`src/hdl/periph_irq_enable_pkg.sv`:
```
// Constants for the peripheral interrupt enable block.
// Assumes an AXI4-Lite master with 32-bit data on the core clock.
package periph_irq_enable_pkg;

  // Bus geometry
  localparam int          ADDR_W = 8;
  localparam int          DATA_W = 32;
  localparam int          REG_W  = 8;

  // Register byte addresses
  localparam logic [7:0]  OFS_ENABLE_FIRST  = 8'h00;
  localparam logic [7:0]  OFS_ENABLE_SECOND = 8'h04;
  localparam logic [7:0]  OFS_MAIN_CTRL     = 8'h08;
  localparam logic [7:0]  OFS_EVT_STATUS    = 8'h0c;
  localparam logic [7:0]  OFS_EVT_MASK      = 8'h10;
  localparam logic [7:0]  OFS_GATED_FIRST   = 8'h14;
  localparam logic [7:0]  OFS_GATED_SECOND  = 8'h18;

  // Field positions, first enable register
  localparam int          GATE_ACQ_IRQ_ENABLE_BIT          = 7;
  localparam int          ADC_IRQ_ENABLE_BIT               = 6;
  localparam int          RX_IRQ_ENABLE_BIT                = 5;
  localparam int          TX_IRQ_ENABLE_BIT                = 4;
  localparam int          SYNC_SERIAL_IRQ_ENABLE_BIT       = 3;
  localparam int          PERIOD_MATCH_IRQ_ENABLE_BIT      = 1;
  localparam int          WIDE_TIMER_OVERFLOW_IRQ_ENABLE_BIT = 0;

  // Field positions, second enable register
  localparam int          OSC_FAIL_IRQ_ENABLE_BIT          = 7;
  localparam int          COMPARATOR_B_IRQ_ENABLE_BIT      = 6;
  localparam int          COMPARATOR_A_IRQ_ENABLE_BIT      = 5;
  localparam int          BUS_COLLISION_IRQ_ENABLE_BIT     = 3;
  localparam int          NUM_CTRL_OSC_IRQ_ENABLE_BIT      = 2;

  // Main control and event status fields
  localparam int          PERIPH_MASTER_IRQ_ENABLE_BIT     = 0;
  localparam int          EVT_FIRST_BIT                    = 0;
  localparam int          EVT_SECOND_BIT                   = 1;

  // Implemented-bit masks
  localparam logic [7:0]  FIRST_IMPL_MASK   = 8'hfb;
  localparam logic [7:0]  SECOND_IMPL_MASK  = 8'hec;
  localparam logic [7:0]  CTRL_IMPL_MASK    = 8'h01;
  localparam logic [7:0]  EVT_IMPL_MASK     = 8'h03;

  // Reset values
  localparam logic [7:0]  ENABLE_RESET      = 8'h00;
  localparam logic [7:0]  CTRL_RESET        = 8'h00;
  localparam logic [7:0]  EVT_RESET         = 8'h00;

  // Bus responses
  localparam logic [1:0]  RESP_OKAY         = 2'h0;
  localparam logic [1:0]  RESP_SLVERR       = 2'h2;

endpackage

```
`src/hdl/periph_irq_enable.sv`:
```
// Peripheral interrupt enable registers with AXI4-Lite access.
// Assumes flag inputs come from logic on the core clock; no synchronisers.
//
// Local design decisions: register access over AXI4-Lite and the register addresses.
`timescale 1ns/10ps

// How it works
// RULE1: Receiver request passes only when first bit5 set
// RULE2: Transmitter request passes only when first bit4 set
// RULE3: Sync serial request gated by first bit3
// RULE4: Period match request gated by first bit1
// RULE5: Wide timer overflow gated by first bit0
// RULE6: Nothing reaches core without master enable; IRQ_O stays up from already latched events while it is clear
// RULE7: Oscillator fail request gated by second bit7
// RULE8: Comparators B and A gated by bits6,5
// RULE9: Numeric oscillator request gated by second bit2
// RULE10: Unimplemented bits read zero; enables reset zero
module periph_irq_enable (
  // Clock and reset
  input  wire logic                                  CLK_SYS_I,
  input  wire logic                                  ARST_N_I,
  // AXI4-Lite write address and data
  input  wire logic                                  AWVALID_I,
  output logic                                       AWREADY_O,
  input  wire logic [periph_irq_enable_pkg::ADDR_W-1:0] AWADDR_I,
  input  wire logic                                  WVALID_I,
  output logic                                       WREADY_O,
  input  wire logic [periph_irq_enable_pkg::DATA_W-1:0] WDATA_I,
  input  wire logic [3:0]                            WSTRB_I,
  // AXI4-Lite write response
  output logic                                       BVALID_O,
  input  wire logic                                  BREADY_I,
  output logic [1:0]                                 BRESP_O,
  // AXI4-Lite read
  input  wire logic                                  ARVALID_I,
  output logic                                       ARREADY_O,
  input  wire logic [periph_irq_enable_pkg::ADDR_W-1:0] ARADDR_I,
  output logic                                       RVALID_O,
  input  wire logic                                  RREADY_I,
  output logic [periph_irq_enable_pkg::DATA_W-1:0]   RDATA_O,
  output logic [1:0]                                 RRESP_O,
  // Peripheral flags in
  input  wire logic [periph_irq_enable_pkg::REG_W-1:0]  FLAGS_FIRST_I,
  input  wire logic [periph_irq_enable_pkg::REG_W-1:0]  FLAGS_SECOND_I,
  // Requests toward the core
  output logic [periph_irq_enable_pkg::REG_W-1:0]    GATED_FIRST_O,
  output logic [periph_irq_enable_pkg::REG_W-1:0]    GATED_SECOND_O,
  output logic                                       CORE_REQ_O,
  output logic                                       IRQ_O
);
  import periph_irq_enable_pkg::*;

  logic [REG_W-1:0]  en_first_r;
  logic [REG_W-1:0]  en_second_r;
  logic [REG_W-1:0]  ctrl_r;
  logic [REG_W-1:0]  evt_r;
  logic [REG_W-1:0]  evt_mask_r;
  logic [REG_W-1:0]  gated_first_r;
  logic [REG_W-1:0]  gated_second_r;
  logic              core_req_r;
  logic              irq_r;
  logic              any_first_r;
  logic              any_second_r;
  logic [ADDR_W-1:0] aw_addr_r;
  logic [DATA_W-1:0] w_data_r;
  logic [3:0]        w_strb_r;
  logic              aw_full_r;
  logic              w_full_r;
  logic              awready_r;
  logic              wready_r;
  logic              bvalid_r;
  logic [1:0]        bresp_r;
  logic              arready_r;
  logic              rvalid_r;
  logic [DATA_W-1:0] rdata_r;
  logic [1:0]        rresp_r;
  logic              aw_take;
  logic              w_take;
  logic              ar_take;
  logic              wr_fire;
  logic              aw_full_nxt;
  logic              w_full_nxt;
  logic              bvalid_nxt;
  logic              rvalid_nxt;
  logic              wr_hit;
  logic              rd_hit;
  logic [REG_W-1:0]  rd_val;
  logic [REG_W-1:0]  gated_first_nxt;
  logic [REG_W-1:0]  gated_second_nxt;
  logic              master_en;
  logic              any_first_nxt;
  logic              any_second_nxt;
  logic [REG_W-1:0]  evt_set;
  logic [REG_W-1:0]  evt_clr;
  logic [REG_W-1:0]  evt_nxt;
  logic              lane0_wr;

  // Handshake terms
  assign aw_take     = AWVALID_I & awready_r;
  assign w_take      = WVALID_I & wready_r;
  assign ar_take     = ARVALID_I & arready_r;
  assign wr_fire     = aw_full_r & w_full_r & ~bvalid_r;
  assign aw_full_nxt = (aw_full_r | aw_take) & ~wr_fire;
  assign w_full_nxt  = (w_full_r | w_take) & ~wr_fire;
  assign bvalid_nxt  = (bvalid_r & ~BREADY_I) | wr_fire;
  assign rvalid_nxt  = (rvalid_r & ~RREADY_I) | ar_take;
  assign lane0_wr    = wr_fire & w_strb_r[0];

  // Write decode; only lane 0 carries register bits
  always_comb begin
    unique case (aw_addr_r)
      OFS_ENABLE_FIRST, OFS_ENABLE_SECOND, OFS_MAIN_CTRL,
      OFS_EVT_STATUS, OFS_EVT_MASK:                   wr_hit = 1'b1;
      default:                                        wr_hit = 1'b0;
    endcase
  end

  // Read mux; unimplemented bits come back as zero
  always_comb begin
    rd_hit = 1'b1;
    unique case (ARADDR_I)
      OFS_ENABLE_FIRST:  rd_val = en_first_r & FIRST_IMPL_MASK;    // [RULE10]
      OFS_ENABLE_SECOND: rd_val = en_second_r & SECOND_IMPL_MASK;  // [RULE10]
      OFS_MAIN_CTRL:     rd_val = ctrl_r;
      OFS_EVT_STATUS:    rd_val = evt_r;
      OFS_EVT_MASK:      rd_val = evt_mask_r;
      OFS_GATED_FIRST:   rd_val = gated_first_r;
      OFS_GATED_SECOND:  rd_val = gated_second_r;
      default: begin
        rd_val = 8'h00;
        rd_hit = 1'b0;
      end
    endcase
  end

  // Address and data holding; either may arrive first
  always_ff @(posedge CLK_SYS_I or negedge ARST_N_I) begin
    if (!ARST_N_I) begin
      aw_full_r <= 1'b0;
      w_full_r  <= 1'b0;
      awready_r <= 1'b0;
      wready_r  <= 1'b0;
      aw_addr_r <= '0;
      w_data_r  <= '0;
      w_strb_r  <= 4'h0;
    end else begin
      aw_full_r <= aw_full_nxt;
      w_full_r  <= w_full_nxt;
      // Ready drops while a word is held so the slot is never overwritten
      awready_r <= ~aw_full_nxt & ~bvalid_nxt;
      wready_r  <= ~w_full_nxt & ~bvalid_nxt;
      if (aw_take) begin
        aw_addr_r <= AWADDR_I;
      end
      if (w_take) begin
        w_data_r <= WDATA_I;
        w_strb_r <= WSTRB_I;
      end
    end
  end

  // Write response
  always_ff @(posedge CLK_SYS_I or negedge ARST_N_I) begin
    if (!ARST_N_I) begin
      bvalid_r <= 1'b0;
      bresp_r  <= RESP_OKAY;
    end else begin
      bvalid_r <= bvalid_nxt;
      if (wr_fire) begin
        bresp_r <= wr_hit ? RESP_OKAY : RESP_SLVERR;
      end
    end
  end

  // Read channel; data sampled at the address handshake
  always_ff @(posedge CLK_SYS_I or negedge ARST_N_I) begin
    if (!ARST_N_I) begin
      arready_r <= 1'b0;
      rvalid_r  <= 1'b0;
      rdata_r   <= '0;
      rresp_r   <= RESP_OKAY;
    end else begin
      arready_r <= ~rvalid_nxt;
      rvalid_r  <= rvalid_nxt;
      if (ar_take) begin
        rdata_r <= {{(DATA_W-REG_W){1'b0}}, rd_val};
        rresp_r <= rd_hit ? RESP_OKAY : RESP_SLVERR;
      end
    end
  end

  // Enable registers; writes to unimplemented positions are dropped
  always_ff @(posedge CLK_SYS_I or negedge ARST_N_I) begin
    if (!ARST_N_I) begin
      en_first_r  <= ENABLE_RESET;  // [RULE10]
      en_second_r <= ENABLE_RESET;  // [RULE10]
    end else if (lane0_wr && aw_addr_r == OFS_ENABLE_FIRST) begin
      en_first_r <= w_data_r[REG_W-1:0] & FIRST_IMPL_MASK;  // [RULE10]
    end else if (lane0_wr && aw_addr_r == OFS_ENABLE_SECOND) begin
      en_second_r <= w_data_r[REG_W-1:0] & SECOND_IMPL_MASK;  // [RULE10]
    end
  end

  // Main control and event mask
  always_ff @(posedge CLK_SYS_I or negedge ARST_N_I) begin
    if (!ARST_N_I) begin
      ctrl_r     <= CTRL_RESET;
      evt_mask_r <= EVT_RESET;
    end else if (lane0_wr && aw_addr_r == OFS_MAIN_CTRL) begin
      ctrl_r <= w_data_r[REG_W-1:0] & CTRL_IMPL_MASK;
    end else if (lane0_wr && aw_addr_r == OFS_EVT_MASK) begin
      evt_mask_r <= w_data_r[REG_W-1:0] & EVT_IMPL_MASK;
    end
  end

  // Per-source gating; the register bit position is the source index
  assign master_en = ctrl_r[PERIPH_MASTER_IRQ_ENABLE_BIT];
  genvar g;
  generate
    for (g = 0; g < REG_W; g++) begin : g_gate
      // [RULE1] [RULE2] [RULE3] [RULE4] [RULE5]
      assign gated_first_nxt[g]  = FLAGS_FIRST_I[g] & en_first_r[g] & master_en;
      // [RULE7] [RULE8] [RULE9] [RULE6]
      assign gated_second_nxt[g] = FLAGS_SECOND_I[g] & en_second_r[g] & master_en;
    end
  endgenerate
  assign any_first_nxt  = |gated_first_nxt;
  assign any_second_nxt = |gated_second_nxt;

  // Registered requests; one cycle from flag to core
  always_ff @(posedge CLK_SYS_I or negedge ARST_N_I) begin
    if (!ARST_N_I) begin
      gated_first_r  <= 8'h00;
      gated_second_r <= 8'h00;
      any_first_r    <= 1'b0;
      any_second_r   <= 1'b0;
      core_req_r     <= 1'b0;
    end else begin
      gated_first_r  <= gated_first_nxt;
      gated_second_r <= gated_second_nxt;
      any_first_r    <= any_first_nxt;
      any_second_r   <= any_second_nxt;
      core_req_r     <= any_first_nxt | any_second_nxt;  // [RULE6]
    end
  end

  // Sticky events on a new request per bank; set beats clear
  always_comb begin
    evt_set                 = 8'h00;
    evt_set[EVT_FIRST_BIT]  = any_first_nxt & ~any_first_r;
    evt_set[EVT_SECOND_BIT] = any_second_nxt & ~any_second_r;
    evt_clr                 = 8'h00;
    if (lane0_wr && aw_addr_r == OFS_EVT_STATUS) begin
      evt_clr = w_data_r[REG_W-1:0] & EVT_IMPL_MASK;
    end
    evt_nxt = (evt_r & ~evt_clr) | evt_set;
  end

  // Event status and level interrupt
  always_ff @(posedge CLK_SYS_I or negedge ARST_N_I) begin
    if (!ARST_N_I) begin
      evt_r <= EVT_RESET;
      irq_r <= 1'b0;
    end else begin
      evt_r <= evt_nxt;
      irq_r <= |(evt_nxt & evt_mask_r);
    end
  end

  // Outputs straight from flip-flops
  assign AWREADY_O      = awready_r;
  assign WREADY_O       = wready_r;
  assign BVALID_O       = bvalid_r;
  assign BRESP_O        = bresp_r;
  assign ARREADY_O      = arready_r;
  assign RVALID_O       = rvalid_r;
  assign RDATA_O        = rdata_r;
  assign RRESP_O        = rresp_r;
  assign GATED_FIRST_O  = gated_first_r;
  assign GATED_SECOND_O = gated_second_r;
  assign CORE_REQ_O     = core_req_r;
  assign IRQ_O          = irq_r;

  // Checks on the gating path, unimplemented-bit read-back and write response
  property p_rx_gate;
    @(posedge CLK_SYS_I) disable iff (!ARST_N_I)
      FLAGS_FIRST_I[RX_IRQ_ENABLE_BIT] && en_first_r[RX_IRQ_ENABLE_BIT] && master_en
      |=> GATED_FIRST_O[RX_IRQ_ENABLE_BIT] && CORE_REQ_O;
  endproperty
  a_rx_gate: assert property (p_rx_gate) else $error("receiver request lost");  // [RULE1]

  property p_tx_block;
    @(posedge CLK_SYS_I) disable iff (!ARST_N_I)
      !en_first_r[TX_IRQ_ENABLE_BIT] |=> !GATED_FIRST_O[TX_IRQ_ENABLE_BIT];
  endproperty
  a_tx_block: assert property (p_tx_block) else $error("transmitter request leaked");  // [RULE2]

  property p_sync_serial;
    @(posedge CLK_SYS_I) disable iff (!ARST_N_I)
      GATED_FIRST_O[SYNC_SERIAL_IRQ_ENABLE_BIT]
      == $past(FLAGS_FIRST_I[SYNC_SERIAL_IRQ_ENABLE_BIT]
               & en_first_r[SYNC_SERIAL_IRQ_ENABLE_BIT] & master_en);
  endproperty
  a_sync_serial: assert property (p_sync_serial) else $error("sync serial gate wrong");  // [RULE3]

  property p_period_match;
    @(posedge CLK_SYS_I) disable iff (!ARST_N_I)
      $rose(GATED_FIRST_O[PERIOD_MATCH_IRQ_ENABLE_BIT])
      |-> $past(en_first_r[PERIOD_MATCH_IRQ_ENABLE_BIT]);
  endproperty
  a_period_match: assert property (p_period_match) else $error("period match leaked");  // [RULE4]

  property p_wide_timer;
    @(posedge CLK_SYS_I) disable iff (!ARST_N_I)
      (FLAGS_FIRST_I[WIDE_TIMER_OVERFLOW_IRQ_ENABLE_BIT] && master_en
       && en_first_r[WIDE_TIMER_OVERFLOW_IRQ_ENABLE_BIT])[*2]
      |=> GATED_FIRST_O[WIDE_TIMER_OVERFLOW_IRQ_ENABLE_BIT];
  endproperty
  a_wide_timer: assert property (p_wide_timer) else $error("overflow request lost");  // [RULE5]

  property p_master;
    @(posedge CLK_SYS_I) disable iff (!ARST_N_I)
      !master_en |=> !CORE_REQ_O && GATED_FIRST_O == 8'h00 && GATED_SECOND_O == 8'h00;
  endproperty
  a_master: assert property (p_master) else $error("request passed without master");  // [RULE6]

  property p_osc_fail;
    @(posedge CLK_SYS_I) disable iff (!ARST_N_I)
      GATED_SECOND_O[OSC_FAIL_IRQ_ENABLE_BIT]
      |-> $past(FLAGS_SECOND_I[OSC_FAIL_IRQ_ENABLE_BIT] && en_second_r[OSC_FAIL_IRQ_ENABLE_BIT]);
  endproperty
  a_osc_fail: assert property (p_osc_fail) else $error("osc fail gate wrong");  // [RULE7]

  property p_comparators;
    @(posedge CLK_SYS_I) disable iff (!ARST_N_I)
      master_en && FLAGS_SECOND_I[COMPARATOR_B_IRQ_ENABLE_BIT]
      && FLAGS_SECOND_I[COMPARATOR_A_IRQ_ENABLE_BIT]
      |=> GATED_SECOND_O[COMPARATOR_B_IRQ_ENABLE_BIT] == $past(en_second_r[COMPARATOR_B_IRQ_ENABLE_BIT])
          && GATED_SECOND_O[COMPARATOR_A_IRQ_ENABLE_BIT]
             == $past(en_second_r[COMPARATOR_A_IRQ_ENABLE_BIT]);
  endproperty
  a_comparators: assert property (p_comparators) else $error("comparator gate wrong");  // [RULE8]

  property p_num_osc;
    @(posedge CLK_SYS_I) disable iff (!ARST_N_I)
      !en_second_r[NUM_CTRL_OSC_IRQ_ENABLE_BIT] |=> !GATED_SECOND_O[NUM_CTRL_OSC_IRQ_ENABLE_BIT];
  endproperty
  a_num_osc: assert property (p_num_osc) else $error("numeric osc request leaked");  // [RULE9]

  property p_unimpl;
    @(posedge CLK_SYS_I) disable iff (!ARST_N_I)
      ar_take && (ARADDR_I == OFS_ENABLE_FIRST || ARADDR_I == OFS_ENABLE_SECOND)
      |=> RVALID_O && RDATA_O[31:8] == 24'h000000
          && (RDATA_O[7:0] & ~($past(ARADDR_I) == OFS_ENABLE_FIRST ? FIRST_IMPL_MASK
                                                                  : SECOND_IMPL_MASK)) == 8'h00;
  endproperty
  a_unimpl: assert property (p_unimpl) else $error("unimplemented bit read nonzero");  // [RULE10]

  property p_write_resp;
    @(posedge CLK_SYS_I) disable iff (!ARST_N_I)
      wr_fire || (BVALID_O && !BREADY_I) |=> BVALID_O;
  endproperty
  a_write_resp: assert property (p_write_resp) else $error("write response missing");

  // Main scenarios
  c_rx_reaches:  cover property (@(posedge CLK_SYS_I) disable iff (!ARST_N_I)
                   GATED_FIRST_O[RX_IRQ_ENABLE_BIT] && CORE_REQ_O);
  c_blocked:     cover property (@(posedge CLK_SYS_I) disable iff (!ARST_N_I)
                   FLAGS_SECOND_I != 8'h00 && !master_en ##1 !CORE_REQ_O);
  c_irq:         cover property (@(posedge CLK_SYS_I) disable iff (!ARST_N_I) $rose(IRQ_O));
  c_set_vs_clr:  cover property (@(posedge CLK_SYS_I) disable iff (!ARST_N_I)
                   (evt_set & evt_clr) != 8'h00);

endmodule // periph_irq_enable

```
`config.mk`:
```
export PLATFORM = sky130hd
export DESIGN_NAME = periph_irq_enable
export DESIGN_NICKNAME = d
export VERILOG_FILES = /design/src/hdl/periph_irq_enable_pkg.sv /design/src/hdl/periph_irq_enable.sv
export SDC_FILE = /design/constraint.sdc
export NUM_CORES = 1
export LEC_CHECK = 0
export ABC_AREA = 1
export BUFFER_PORTS_ARGS = -buffer_cell sky130_fd_sc_hd__clkbuf_2
export CELL_PAD_IN_SITES_DETAIL_PLACEMENT = 0
export CELL_PAD_IN_SITES_GLOBAL_PLACEMENT = 1
export CORE_MARGIN = 2
export CORE_UTILIZATION = 34
export DETAILED_ROUTE_END_ITERATION = 10
export GPL_TIMING_DRIVEN = 0
export PLACE_DENSITY = 0.83
export SLEW_MARGIN = 20
export SYNTH_ARGS = -nofsm -noshare
export SYNTH_HDL_FRONTEND = slang
export SYNTH_SLANG_ARGS = --single-unit
export TNS_END_PERCENT = 10
```
`constraint.sdc`:
```
create_clock -name CLK_SYS_I -period 1.86 [get_ports CLK_SYS_I]
set_clock_uncertainty 0.1 [all_clocks]
set_input_delay 0 -clock CLK_SYS_I [delete_from_list [all_inputs] [get_ports CLK_SYS_I]]
set_output_delay 0 -clock CLK_SYS_I [all_outputs]
set_load 0.005 [all_outputs]
```
## Word-level counts from Yosys, hierarchy flattened

Index checks and enable logic that the tools add are counted.

| storage, ports and cells | value |
|---|---|
| output and inout bits | 59 |
| logic and storage cells | 113 |
| register bits | 75 |

| cells by class | value |
|---|---|
| eq/ne operators | 10 |
| bitwise operators | 59 |
| reductions and logical operators | 14 |
| mux-type cells | 6 |

Operators with widths:

| cell | number |
|---|---|
| $pmux W8 S7 | 1 |
| $and A1 B1 Y1 | 38 |
| $eq A8 B4 Y1 const B | 4 |
| $eq A8 B5 Y1 const B | 4 |
| $eq A8 B3 Y1 const B | 2 |
| $logic_not A8 Y1 | 2 |
| $reduce_or A7 Y1 | 2 |
| $not A1 Y1 | 12 |
| $reduce_or A5 Y1 | 2 |
| $and A8 B2 Y8 | 1 |
| $and A8 B8 Y8 | 1 |
| $not A8 Y8 | 1 |
| $or A8 B2 Y8 | 1 |
| $reduce_or A8 Y1 | 1 |
| $mux W2 | 3 |
| $logic_and A1 B1 Y1 | 5 |
| $or A1 B1 Y1 | 5 |
| $reduce_and A2 Y1 | 2 |
| $mux W1 | 2 |

## Logic depth before layout (Yosys ltp)

Gate-level depths: netlist of the first run.

| depth | value |
|---|---|
| depth in word-level cells | 10 |
| mapped depth | 9 |
| gate-level depth less buffers | 9 |

## Worst setup path after synthesis of the first run

OpenSTA, ideal clock, no wires.

| timing path | value |
|---|---|
| path type | register to register |
| start | reg bvalid_r, in the netlist BVALID_O |
| end | reg en_first_r[5] |
| arrival time | 1.119 ns |
| period minus slack after synthesis | 1.337 ns |
| data required time | 1.642 ns |
| stages on the path, launching flop included | 8 |
| setup slack | 0.523 ns |
| setup time | 0.118 ns |
| cell sequence | dfrtp_1 -> inv_2 -> nand3_2 -> nor2_8 -> nand3_4 -> buf_6 -> nand2_1 -> o21ai_2 |

| between the ends | value |
|---|---|
| cells in the longest elaborated chain, start to end | 4 |

Ends and longest elaborated chain:

| what | RTL line | source |
|---|---|---|
| start: declaration | periph_irq_enable.sv:71 | `logic bvalid_r;` |
| start signal: assignment | periph_irq_enable.sv:168 | `bvalid_r <= bvalid_nxt;` |
| $not A1 Y1 | periph_irq_enable.sv:102 | `assign wr_fire = aw_full_r & w_full_r & ~bvalid_r;` |
| $and A1 B1 Y1 | periph_irq_enable.sv:102 |  |
| $and A1 B1 Y1 | periph_irq_enable.sv:107 | `assign lane0_wr = wr_fire & w_strb_r[0];` |
| $logic_and A1 B1 Y1 | periph_irq_enable.sv:197 | `end else if (lane0_wr && aw_addr_r == OFS_ENABLE_FIRST) begin` |
| end signal: assignment | periph_irq_enable.sv:198 | `en_first_r <= w_data_r[REG_W-1:0] & FIRST_IMPL_MASK;` |
| end: declaration | periph_irq_enable.sv:53 | `logic [REG_W-1:0] en_first_r;` |

Every way passes these cells.
A chain may end at the register's enable or synchronous reset.

## Final worst setup path of the first run

| timing path | value |
|---|---|
| start | reg awready_r, in the netlist AWREADY_O |
| end | reg aw_addr_r[6] |

| between the ends | value |
|---|---|
| cells in the longest elaborated chain, start to end | 1 |

Ends and longest elaborated chain:

| what | RTL line | source |
|---|---|---|
| start: declaration | periph_irq_enable.sv:69 | `logic awready_r;` |
| start signal: assignment | periph_irq_enable.sv:150 | `awready_r <= ~aw_full_nxt & ~bvalid_nxt;` |
| $and A1 B1 Y1 | periph_irq_enable.sv:99 | `assign aw_take = AWVALID_I & awready_r;` |
| end signal: assignment | periph_irq_enable.sv:143 | `aw_addr_r <= '0;` |
| end signal: assignment | periph_irq_enable.sv:153 | `aw_addr_r <= AWADDR_I;` |
| end: declaration | periph_irq_enable.sv:64 | `logic [ADDR_W-1:0] aw_addr_r;` |

Every way passes these cells.

==> results of run 1 <==
-- sequential cells by signal, summed over array words and instances, names as in the netlist, 2 cells and up --
signal          cells
GATED_SECOND_O      5
aw_addr_r           8
GATED_FIRST_O       7
en_first_r          7
w_data_r            8
evt_mask_r          2
en_second_r         5
evt_r               2
RDATA_O             8
-- synth_stat cells --
cell / n / share of area
nor3_1: 2 / 0.0031
buf_6: 2 / 0.0071
or2_1: 1 / 0.0020
clkbuf_1: 1 / 0.0012
buf_4: 31 / 0.073
inv_2: 10 / 0.012
nor2_1: 15 / 0.018
nand4_1: 6 / 0.012
nor2_2: 4 / 0.0078
nand3_2: 2 / 0.0063
nand3_1: 37 / 0.058
nand2_1: 109 / 0.13
buf_2: 1 / 0.0016
nor2_4: 3 / 0.011
buf_1: 1 / 0.0012
nor2_8: 1 / 0.0063
o21ai_0: 2 / 0.0031
dfrtp_1: 67 / 0.53
nand3_4: 2 / 0.011
o21ai_1: 21 / 0.033
conb_1: 1 / 0.0012
nand4_2: 1 / 0.0039
inv_1: 35 / 0.041
a21oi_1: 3 / 0.0047
nand4_4: 1 / 0.0067
o21ai_2: 7 / 0.019
nand2_2: 2 / 0.0039
-- critical path, cell delays in order (launching register included) --
cell,delay (ps)
dfrtp_1,380
nand2_1,200
inv_2,140
nand2_1,90
nand2_1,50
dlygate4sd3_1,550
-- routing by layer --
layer | part of all wire | global-route usage | wire length (um)
met5 | 0 | 0 | 0
met4 | 0.029 | 0.0655 | 215
met3 | 0.060 | 0.0534 | 444
met2 | 0.48 | 0.262 | 3580
met1 | 0.43 | 0.190 | 3210
-- area by class of cell --
class                      instances  share of cell area
buffer                            35              0.0583
clock buffer                      10              0.0304
clock inverter                     6              0.0141
inverter                          45              0.0373
multi-input combinational        249               0.262
sequential                        67               0.370
tap                              111              0.0307
timing repair buffer             123               0.197
-- how the worst min path moves through the flow --
stage,slack (ps),to,cells past startpoint
detailed placement,-170,aw_addr_r[1],1
global placement,90,aw_addr_r[7],3
global route,70,RRESP_O[1],5
floorplan,-400,ARREADY_O,0
finish,20,RRESP_O[1],5
CTS,10,RRESP_O[1],5
-- through the flow --
step                instance area [sq um]   util  hold WS [ps]  power [W]
finish                               4530  0.493          22.5    0.00466
global route                         4530  0.493          70.5    0.00502
CTS                                  4530  0.493          14.2    0.00470
detailed placement                   3830  0.417          -166    0.00328
global placement                     3800  0.413          94.5    0.00322
floorplan                            3300      -          -396    0.00289
-- power breakdown --
part | internal, W | switching, W | total [W] | leakage, nW
clock network | 0.000655 | 0.000563 | 0.00122 | 0.0987
logic | 0.000592 | 0.000741 | 0.00133 | 1.52
registers | 0.00183 | 0.000284 | 0.00211 | 0.878
-- what timing repair did --
| action | in CTS | in global routing |
|---|---|---|
| gates resized for setup | 0 | 1 |
| hold buffers | 50 | 0 |
| setup endpoints to repair | 0 | 6 |
| hold endpoints to repair | 105 | 0 |
-- cells by family after synthesis --
group,after synthesis,synth area share
compound gates,33,0.0600
buf+inv,81,0.137
flops,67,0.525
other cells,1,0.00117
simple gates,186,0.277
==> flow_summary.yaml, run 1 <==
run_status:
  status: "finished clean"
worst_setup_path:
  crit_end: "aw_addr_r[6]"
  endpoint_kind: "flop"
  cp_data_required_time_ps: 1990
  start_kind: "flop"
  r2r_end: "aw_addr_r[6]"
  reg2reg_depth: 5
  worstPathArrival_ps: 1760
  timing.rr.start: "AWREADY_O"
  startpoint: "AWREADY_O"
  crit_type: "reg -> reg"
  r2r_slack_ps: 240
  cp_max_fo: 11
routing:
  via_count: 2785
  drtAntennaViolNets: 0
  drt-pass1-iter-count: 4
  wl_mm: 7.44
  routed_via_density: 4.31
  dr.first_iter.drc_count: 93
  wl_per_cell_um: 11.5
  drc: 0
sta:
  rsz0062_at_grt: "no"
  finalHoldViolations: 0
  setup_slack_ps: 238
  fin_tns_setup_ps: 0
  drv_slew: 0
  slew_headroom: 0.451
  fmax_mhz: 616
  period_needed_ps: 1620
  tightest_slew_ps: 821
  finalSetupViolCount: 0
  post-route-period-util: 0.872
cells_and_area:
  layout_commonest_cell: "nand2_1"
  fin_cells: 646
  antennaDiodeCount: 0
  area_delta_synth_final_pct: 41.8
  layout-drive-gt1-share: 0.293
  multi_input_area_sq_um: 1190
  layout_common_cells: "109 x nand2_1, 71 x clkbuf_2, 67 x dfrtp_1, 50 x dlygate4sd3_1, 37 x nand3_1"
  fin_nets: 605
  fillers: 900
  regArea_sq_um: 1680
die:
  die_w_um: 101
  floorplan.rows: 35
  start_util: 0.347
  io_pins: 134
  dieArea_sq_um: 10200
  core_sq_um: 9200
  die_y_um: 101
place:
  io_buffers: 72
  place_hpwl_mm: 5.39
  dp_cells: 581
  dp_worst_setup_slack_ps: 413
  place.gp.congestion: 0.824
grt:
  grt_overflow: 0
  grt_usage: 0.159
  grt_max_degree: 50
  first_global_vias: 2785
  grt_pass1_wl_mm: 12.6
  antenna_found_initial: 0
cts:
  cts_buffers: 9
  cts_tree: "done"
  post_cts_buffers: 0
  clkSlewWorstSetupHoldPaths_ps: 80
  cts.path.max_buffers: 2
  clock_latency_ps: 350
  cts_max_level: 3
  cts_root_buffer: "clkbuf_8"
  clkSinkCount: 67
logic_synthesis:
  syn_area_sq_um: 3190
  yosys_warnings: 0
  synth_cell_types: 27
  synthCells: 368
  synth_area_per_cell_sq_um: 8.68
  ys_seq_elements: 67
  yosysSeqAreaShare: 0.525
hold_path:
  hold_path.startpoint: "ARADDR_I[2]"
  hold_class: "in -> reg"
job:
  maxCapViolCount: 0
power:
  p_leak_nw: 2.50
  ir_worst_vdd_mv: 0.621
  power_density_nw_per_um2: 1030
No activity file was read; power rests on OpenSTA's default activity.
==> run 2: changes to the inputs <==
--- a/config.mk
+++ b/config.mk
@@ -13,7 +13,7 @@
 export CORE_UTILIZATION = 34
 export DETAILED_ROUTE_END_ITERATION = 10
 export GPL_TIMING_DRIVEN = 0
-export PLACE_DENSITY = 0.83
+export PLACE_DENSITY = 0.88
 export SLEW_MARGIN = 20
 export SYNTH_ARGS = -nofsm -noshare
 export SYNTH_HDL_FRONTEND = slang
==> flow_summary.yaml, run 2 (synthesis results as in run 1) <==
place:
  place.gp.congestion: 0.814
  dp_worst_setup_slack_ps: 410
  io_buffers: 72
  place_hpwl_mm: 5.40
  dpl-instance-area_sq_um: 3830
sta:
  post-route-period-util: 0.889
  setup_slack_ps: 207
  finalHoldViolations: 0
  whs_ps: 26.4
  fin_tns_setup_ps: 0
  rsz0062_at_grt: "no"
  period_needed_ps: 1650
  fmax_mhz: 605
  drv_slew: 0
  finalSetupViolCount: 0
power:
  power_density_nw_per_um2: 1030
  switchingPower_w: 0.00155
  p_int_w: 0.00313
  clkPwrFrac: 0.256
  pwr-share-comb: 0.291
  p_leak_nw: 2.51
  p_seq_frac: 0.453
  ir_worst_vdd_mv: 0.779
  switching_share: 0.331
grt:
  antenna_found_initial: 0
  grt_overflow: 0
  grt_pass1_wl_mm: 12.3
  grt_max_degree: 57
  grt_usage: 0.155
  first_global_vias: 2673
cts:
  clock_latency_ps: 330
  cts_max_level: 3
  cts.path.max_buffers: 2
  cts_root_buffer: "clkbuf_8"
  cts_buffers: 9
  clkSlewWorstSetupHoldPaths_ps: 70
  clkSinkCount: 67
  cts_tree: "done"
routing:
  drc: 0
  routed_via_density: 4.29
  drt-pass1-iter-count: 4
  via_count: 2780
  wl_mm: 7.45
  dr.first_iter.drc_count: 140
  wl_per_cell_um: 11.5
  drtAntennaViolNets: 0
worst_setup_path:
  crit_end: "aw_addr_r[1]"
  reg2reg_depth: 5
  r2r_slack_ps: 210
  crit_path_cell_trace: "nand2_2 > clkinvlp_4 > nand2_1 > nand2_1 > dlygate4sd3_1"
  r2r_end: "aw_addr_r[1]"
  timing.rr.start: "AWREADY_O"
  worstPathArrival_ps: 1770
  slowest_stage: "dlygate4sd3_1"
  startpoint: "AWREADY_O"
  start_kind: "flop"
  endpoint_kind: "flop"
  cp_max_fo: 7
  max_stage_delay_ps: 560
  cp_data_required_time_ps: 1980
  crit_type: "reg -> reg"
  crit_top_cell: "nand2_1"
cells_and_area:
  layout_common_cells: "108 x nand2_1, 72 x clkbuf_2, 67 x dfrtp_1, 49 x dlygate4sd3_1, 37 x nand3_1"
  layout-drive-gt1-share: 0.296
  layout_commonest_cell: "nand2_1"
  design_area_sq_um: 4550
  fin_nets: 608
  area_delta_synth_final_pct: 42.4
  antennaDiodeCount: 0
run_status:
  status: "finished clean"
die:
  dieArea_sq_um: 10200
  io_pins: 134
  core_sq_um: 9200
  floorplan.rows: 35
  start_util: 0.347
  die_w_um: 101
  die_y_um: 101
job:
  maxCapViolCount: 0
hold_path:
  hold_class: "in -> reg"
## run 2: changes by cell type in the layout (fill, tap and decap cells not counted)
cell,change
buf_4,+3
clkbuf_1,+2
clkbuf_2,+1
clkbuf_8,+1
clkinv_2,-1
clkinvlp_4,-1
dlygate4sd3_1,-1
inv_2,-1
inv_6,-1
nand2_1,-1
nand2_2,+1
## run 2: metal layers
metal	global-route usage	vias to the layer above	wire (um)
met4	0.0478	0	80
met1	0.187	1268	3220
met2	0.267	78	3790
met5	0	-	0
met3	0.0451	8	358
li1	-	1426	-
## run 2: critical path: cells and delay by family, from the launching register on
family	cells	cell delay (ps)
and+or+nand+nor	3	300
buffers and inverters	2	740
DFF	1	400
## run 2: repair_timing
action	4_1_cts	5_1_grt
resized for setup	0	2
hold buffers	49	0
endpoints found under the setup margin	0	6
hold endpoints to repair	104	0
setup buffers	0	4
## run 2: cell type report
cell class / count / area, sq um
fill: 874 / 4650
inverter: 45 / 173
clock buffer: 13 / 159
timing repair buffer: 126 / 908
tap: 111 / 139
multi-input combinational: 249 / 1190
sequential: 67 / 1680
buffer: 35 / 264
clock inverter: 2 / 35.0
## run 2: worst min-delay path by stage
stage,start,end,slack [ps],cells after the start
3_5_place_dp,ARST_N_I,aw_addr_r[6],-210,1
3_3_place_gp,AWADDR_I[7],aw_addr_r[7],90,3
4_1_cts,ARADDR_I[2],RRESP_O[1],5,5
2_1_floorplan,ARST_N_I,ARREADY_O,-400,0
6_report,ARADDR_I[2],RRESP_O[1],30,5
5_1_grt,ARADDR_I[2],RRESP_O[1],60,5
## run 2: power by group through the flow
stage | combinational, W | clock [W] | sequential (W)
final | 0.00136 | 0.00120 | 0.00212
after global routing | 0.00155 | 0.00130 | 0.00218
after CTS | 0.00133 | 0.00124 | 0.00212
after detailed placement | 0.00114 | 0 | 0.00214
after global placement | 0.00109 | 0 | 0.00212
after floorplan | 0.000816 | 0 | 0.00208
## run 2: through the flow
step,total power [W],std cells,util
after detailed placement,0.00328,581,0.417
after CTS,0.00468,645,0.491
final,0.00468,648,0.494
after global placement,0.00321,580,0.413
after global routing,0.00503,648,0.494
after floorplan,0.00289,397,-
==> run 3: changes to the inputs <==
--- a/config.mk
+++ b/config.mk
@@ -9,7 +9,6 @@
 export BUFFER_PORTS_ARGS = -buffer_cell sky130_fd_sc_hd__clkbuf_2
 export CELL_PAD_IN_SITES_DETAIL_PLACEMENT = 0
 export CELL_PAD_IN_SITES_GLOBAL_PLACEMENT = 1
-export CORE_MARGIN = 2
 export CORE_UTILIZATION = 34
 export DETAILED_ROUTE_END_ITERATION = 10
 export GPL_TIMING_DRIVEN = 0
==> flow_summary.yaml, run 3 (synthesis results as in run 1) <==
worst_setup_path:
  start_kind: "flop"
  slowest_stage: "dlygate4sd3_1"
  crit_type: "reg -> reg"
  crit_path_cell_trace: "nand2_1 > inv_1 > nand2_1 > nand2_1 > dlygate4sd3_1"
  critical_path_buf_inv_count: 2
  cp_max_fo: 11
  crit_top_cell: "nand2_1"
  worstPathArrival_ps: 1830
  crit_family: "buffers and inverters"
  max_stage_delay_ps: 550
  cp_data_required_time_ps: 1990
  endpoint_kind: "flop"
place:
  place_hpwl_mm: 5.39
  place.gp.congestion: 0.790
  dp_cells: 578
  dp_worst_setup_slack_ps: 423
  io_buffers: 72
sta:
  drv_slew: 0
  setup_slack_ps: 157
  finalHoldViolations: 0
  period_needed_ps: 1700
  finalSetupViolCount: 0
  post-route-period-util: 0.916
  rsz0062_at_grt: "no"
  slew_headroom: 0.635
  fmax_mhz: 587
  fin_tns_setup_ps: 0
  tightest_slew_ps: 546
power:
  p_int_w: 0.00298
  p_leak_nw: 2.50
  switchingPower_w: 0.00157
  pwr-share-comb: 0.291
  power.total_w: 0.00455
  p_seq_frac: 0.464
  switching_share: 0.345
  clkPwrFrac: 0.244
  ir_worst_vdd_mv: 0.716
  power_density_nw_per_um2: 1010
hold_path:
  hold_class: "in -> reg"
routing:
  wl_per_cell_um: 11.4
  drt-pass1-iter-count: 5
  routed_via_density: 4.38
  dr.first_iter.drc_count: 96
  drtAntennaViolNets: 0
  wl_mm: 7.36
  drc: 0
  via_count: 2821
die:
  dieArea_sq_um: 9780
  floorplan.rows: 34
  die_w_um: 98.9
  die_y_um: 98.9
  start_util: 0.359
  core_sq_um: 8890
  io_pins: 134
cells_and_area:
  fin_nets: 606
  layout_common_cells: "109 x nand2_1, 71 x clkbuf_2, 67 x dfrtp_1, 51 x dlygate4sd3_1, 37 x nand3_1"
  layout-drive-gt1-share: 0.291
  layout_commonest_cell: "nand2_1"
  fin_util: 0.509
  fillers: 841
  area_delta_synth_final_pct: 41.7
  fin_cells: 644
  antennaDiodeCount: 0
cts:
  clock_latency_ps: 340
  cts.path.max_buffers: 2
  clkSlewWorstSetupHoldPaths_ps: 70
  clkSinkCount: 67
  cts_buffers: 9
  cts_root_buffer: "clkbuf_8"
  ctsResizeCount: 0
  post_cts_buffers: 0
  cts_max_level: 3
  cts_tree: "done"
grt:
  grt_pass1_wl_mm: 12.0
  met2_usage: 0.271
  grt_max_degree: 56
  grt_usage: 0.158
  grt-busiest-layer: "met2"
  antenna_found_initial: 0
  grt_util_met1: 0.177
  grt_use_met3: 0.0603
  first_global_vias: 2706
  grt_overflow: 0
run_status:
  status: "finished clean"
job:
  maxCapViolCount: 0
## run 3: cell count changes in the layout (fill, tap and decap cells not counted), sizes merged
cell         previous run  this run
clkbuf                 86        83
clkinv                  1         3
buf                    39        36
dlygate4sd3            49        51
inv                    44        45
bufinv                  1         0
clkinvlp                1         2
## run 3: power groups by stage
stage	combinational, W	sequential, W	clock (W)
2_1_floorplan	0.000816	0.00208	0
3_3_place_gp	0.00109	0.00213	0
3_5_place_dp	0.00113	0.00214	0
4_1_cts	0.00133	0.00211	0.00115
5_1_grt	0.00148	0.00216	0.00122
6_report	0.00133	0.00211	0.00111
## run 3: timing repair
item,CTS,global route
endpoints found under the hold margin,105,0
hold buffers,51,0
setup endpoints to repair,0,6
## run 3: area by class of cell
class / instances / area, sq um / area share
well taps: 108 / 135 / 0.0299
clock inverters: 5 / 37.5 / 0.00830
inverters: 45 / 169 / 0.0373
clock buffers: 11 / 151 / 0.0335
multi-input cells: 249 / 1190 / 0.263
repair buffers: 124 / 901 / 0.199
flip-flops and latches: 67 / 1680 / 0.371
plain buffers: 35 / 264 / 0.0584
## run 3: metrics by stage
| stage | hold slack (ps) | cell area (sq um) |
|---|---|---|
| after floorplan | -396 | 3300 |
| after global placement | 94.4 | 3800 |
| after detailed placement | -203 | 3830 |
| after CTS | 6.10 | 4530 |
| after global routing | 57.7 | 4520 |
| final | 11.8 | 4520 |
## run 3: path summary, 6_finish.rpt
path	start	endpoint	slack (ps)	cells after the start
worst max-delay path	AWREADY_O	aw_addr_r[0]	160	5
worst min-delay path	ARVALID_I	RDATA_O[1]	10	4
worst max register to register	AWREADY_O	aw_addr_r[0]	160	5
worst min register to register	RVALID_O	ARREADY_O	360	1
max in group asynchronous	ARST_N_I	w_full_r	630	3
min in group asynchronous	ARST_N_I	w_data_r[2]	100	3
## run 3: metal layers
layer,vias to the layer above,part of all wire
li1,1425,-
met1,1261,0.42
met2,115,0.48
met3,20,0.069
met4,0,0.026
met5,-,0
## run 3: tightest hold or removal path: stages
cell,delay [ps]
clkbuf_2,70
nand2_1,190
nand2_1,120
nand2_1,40
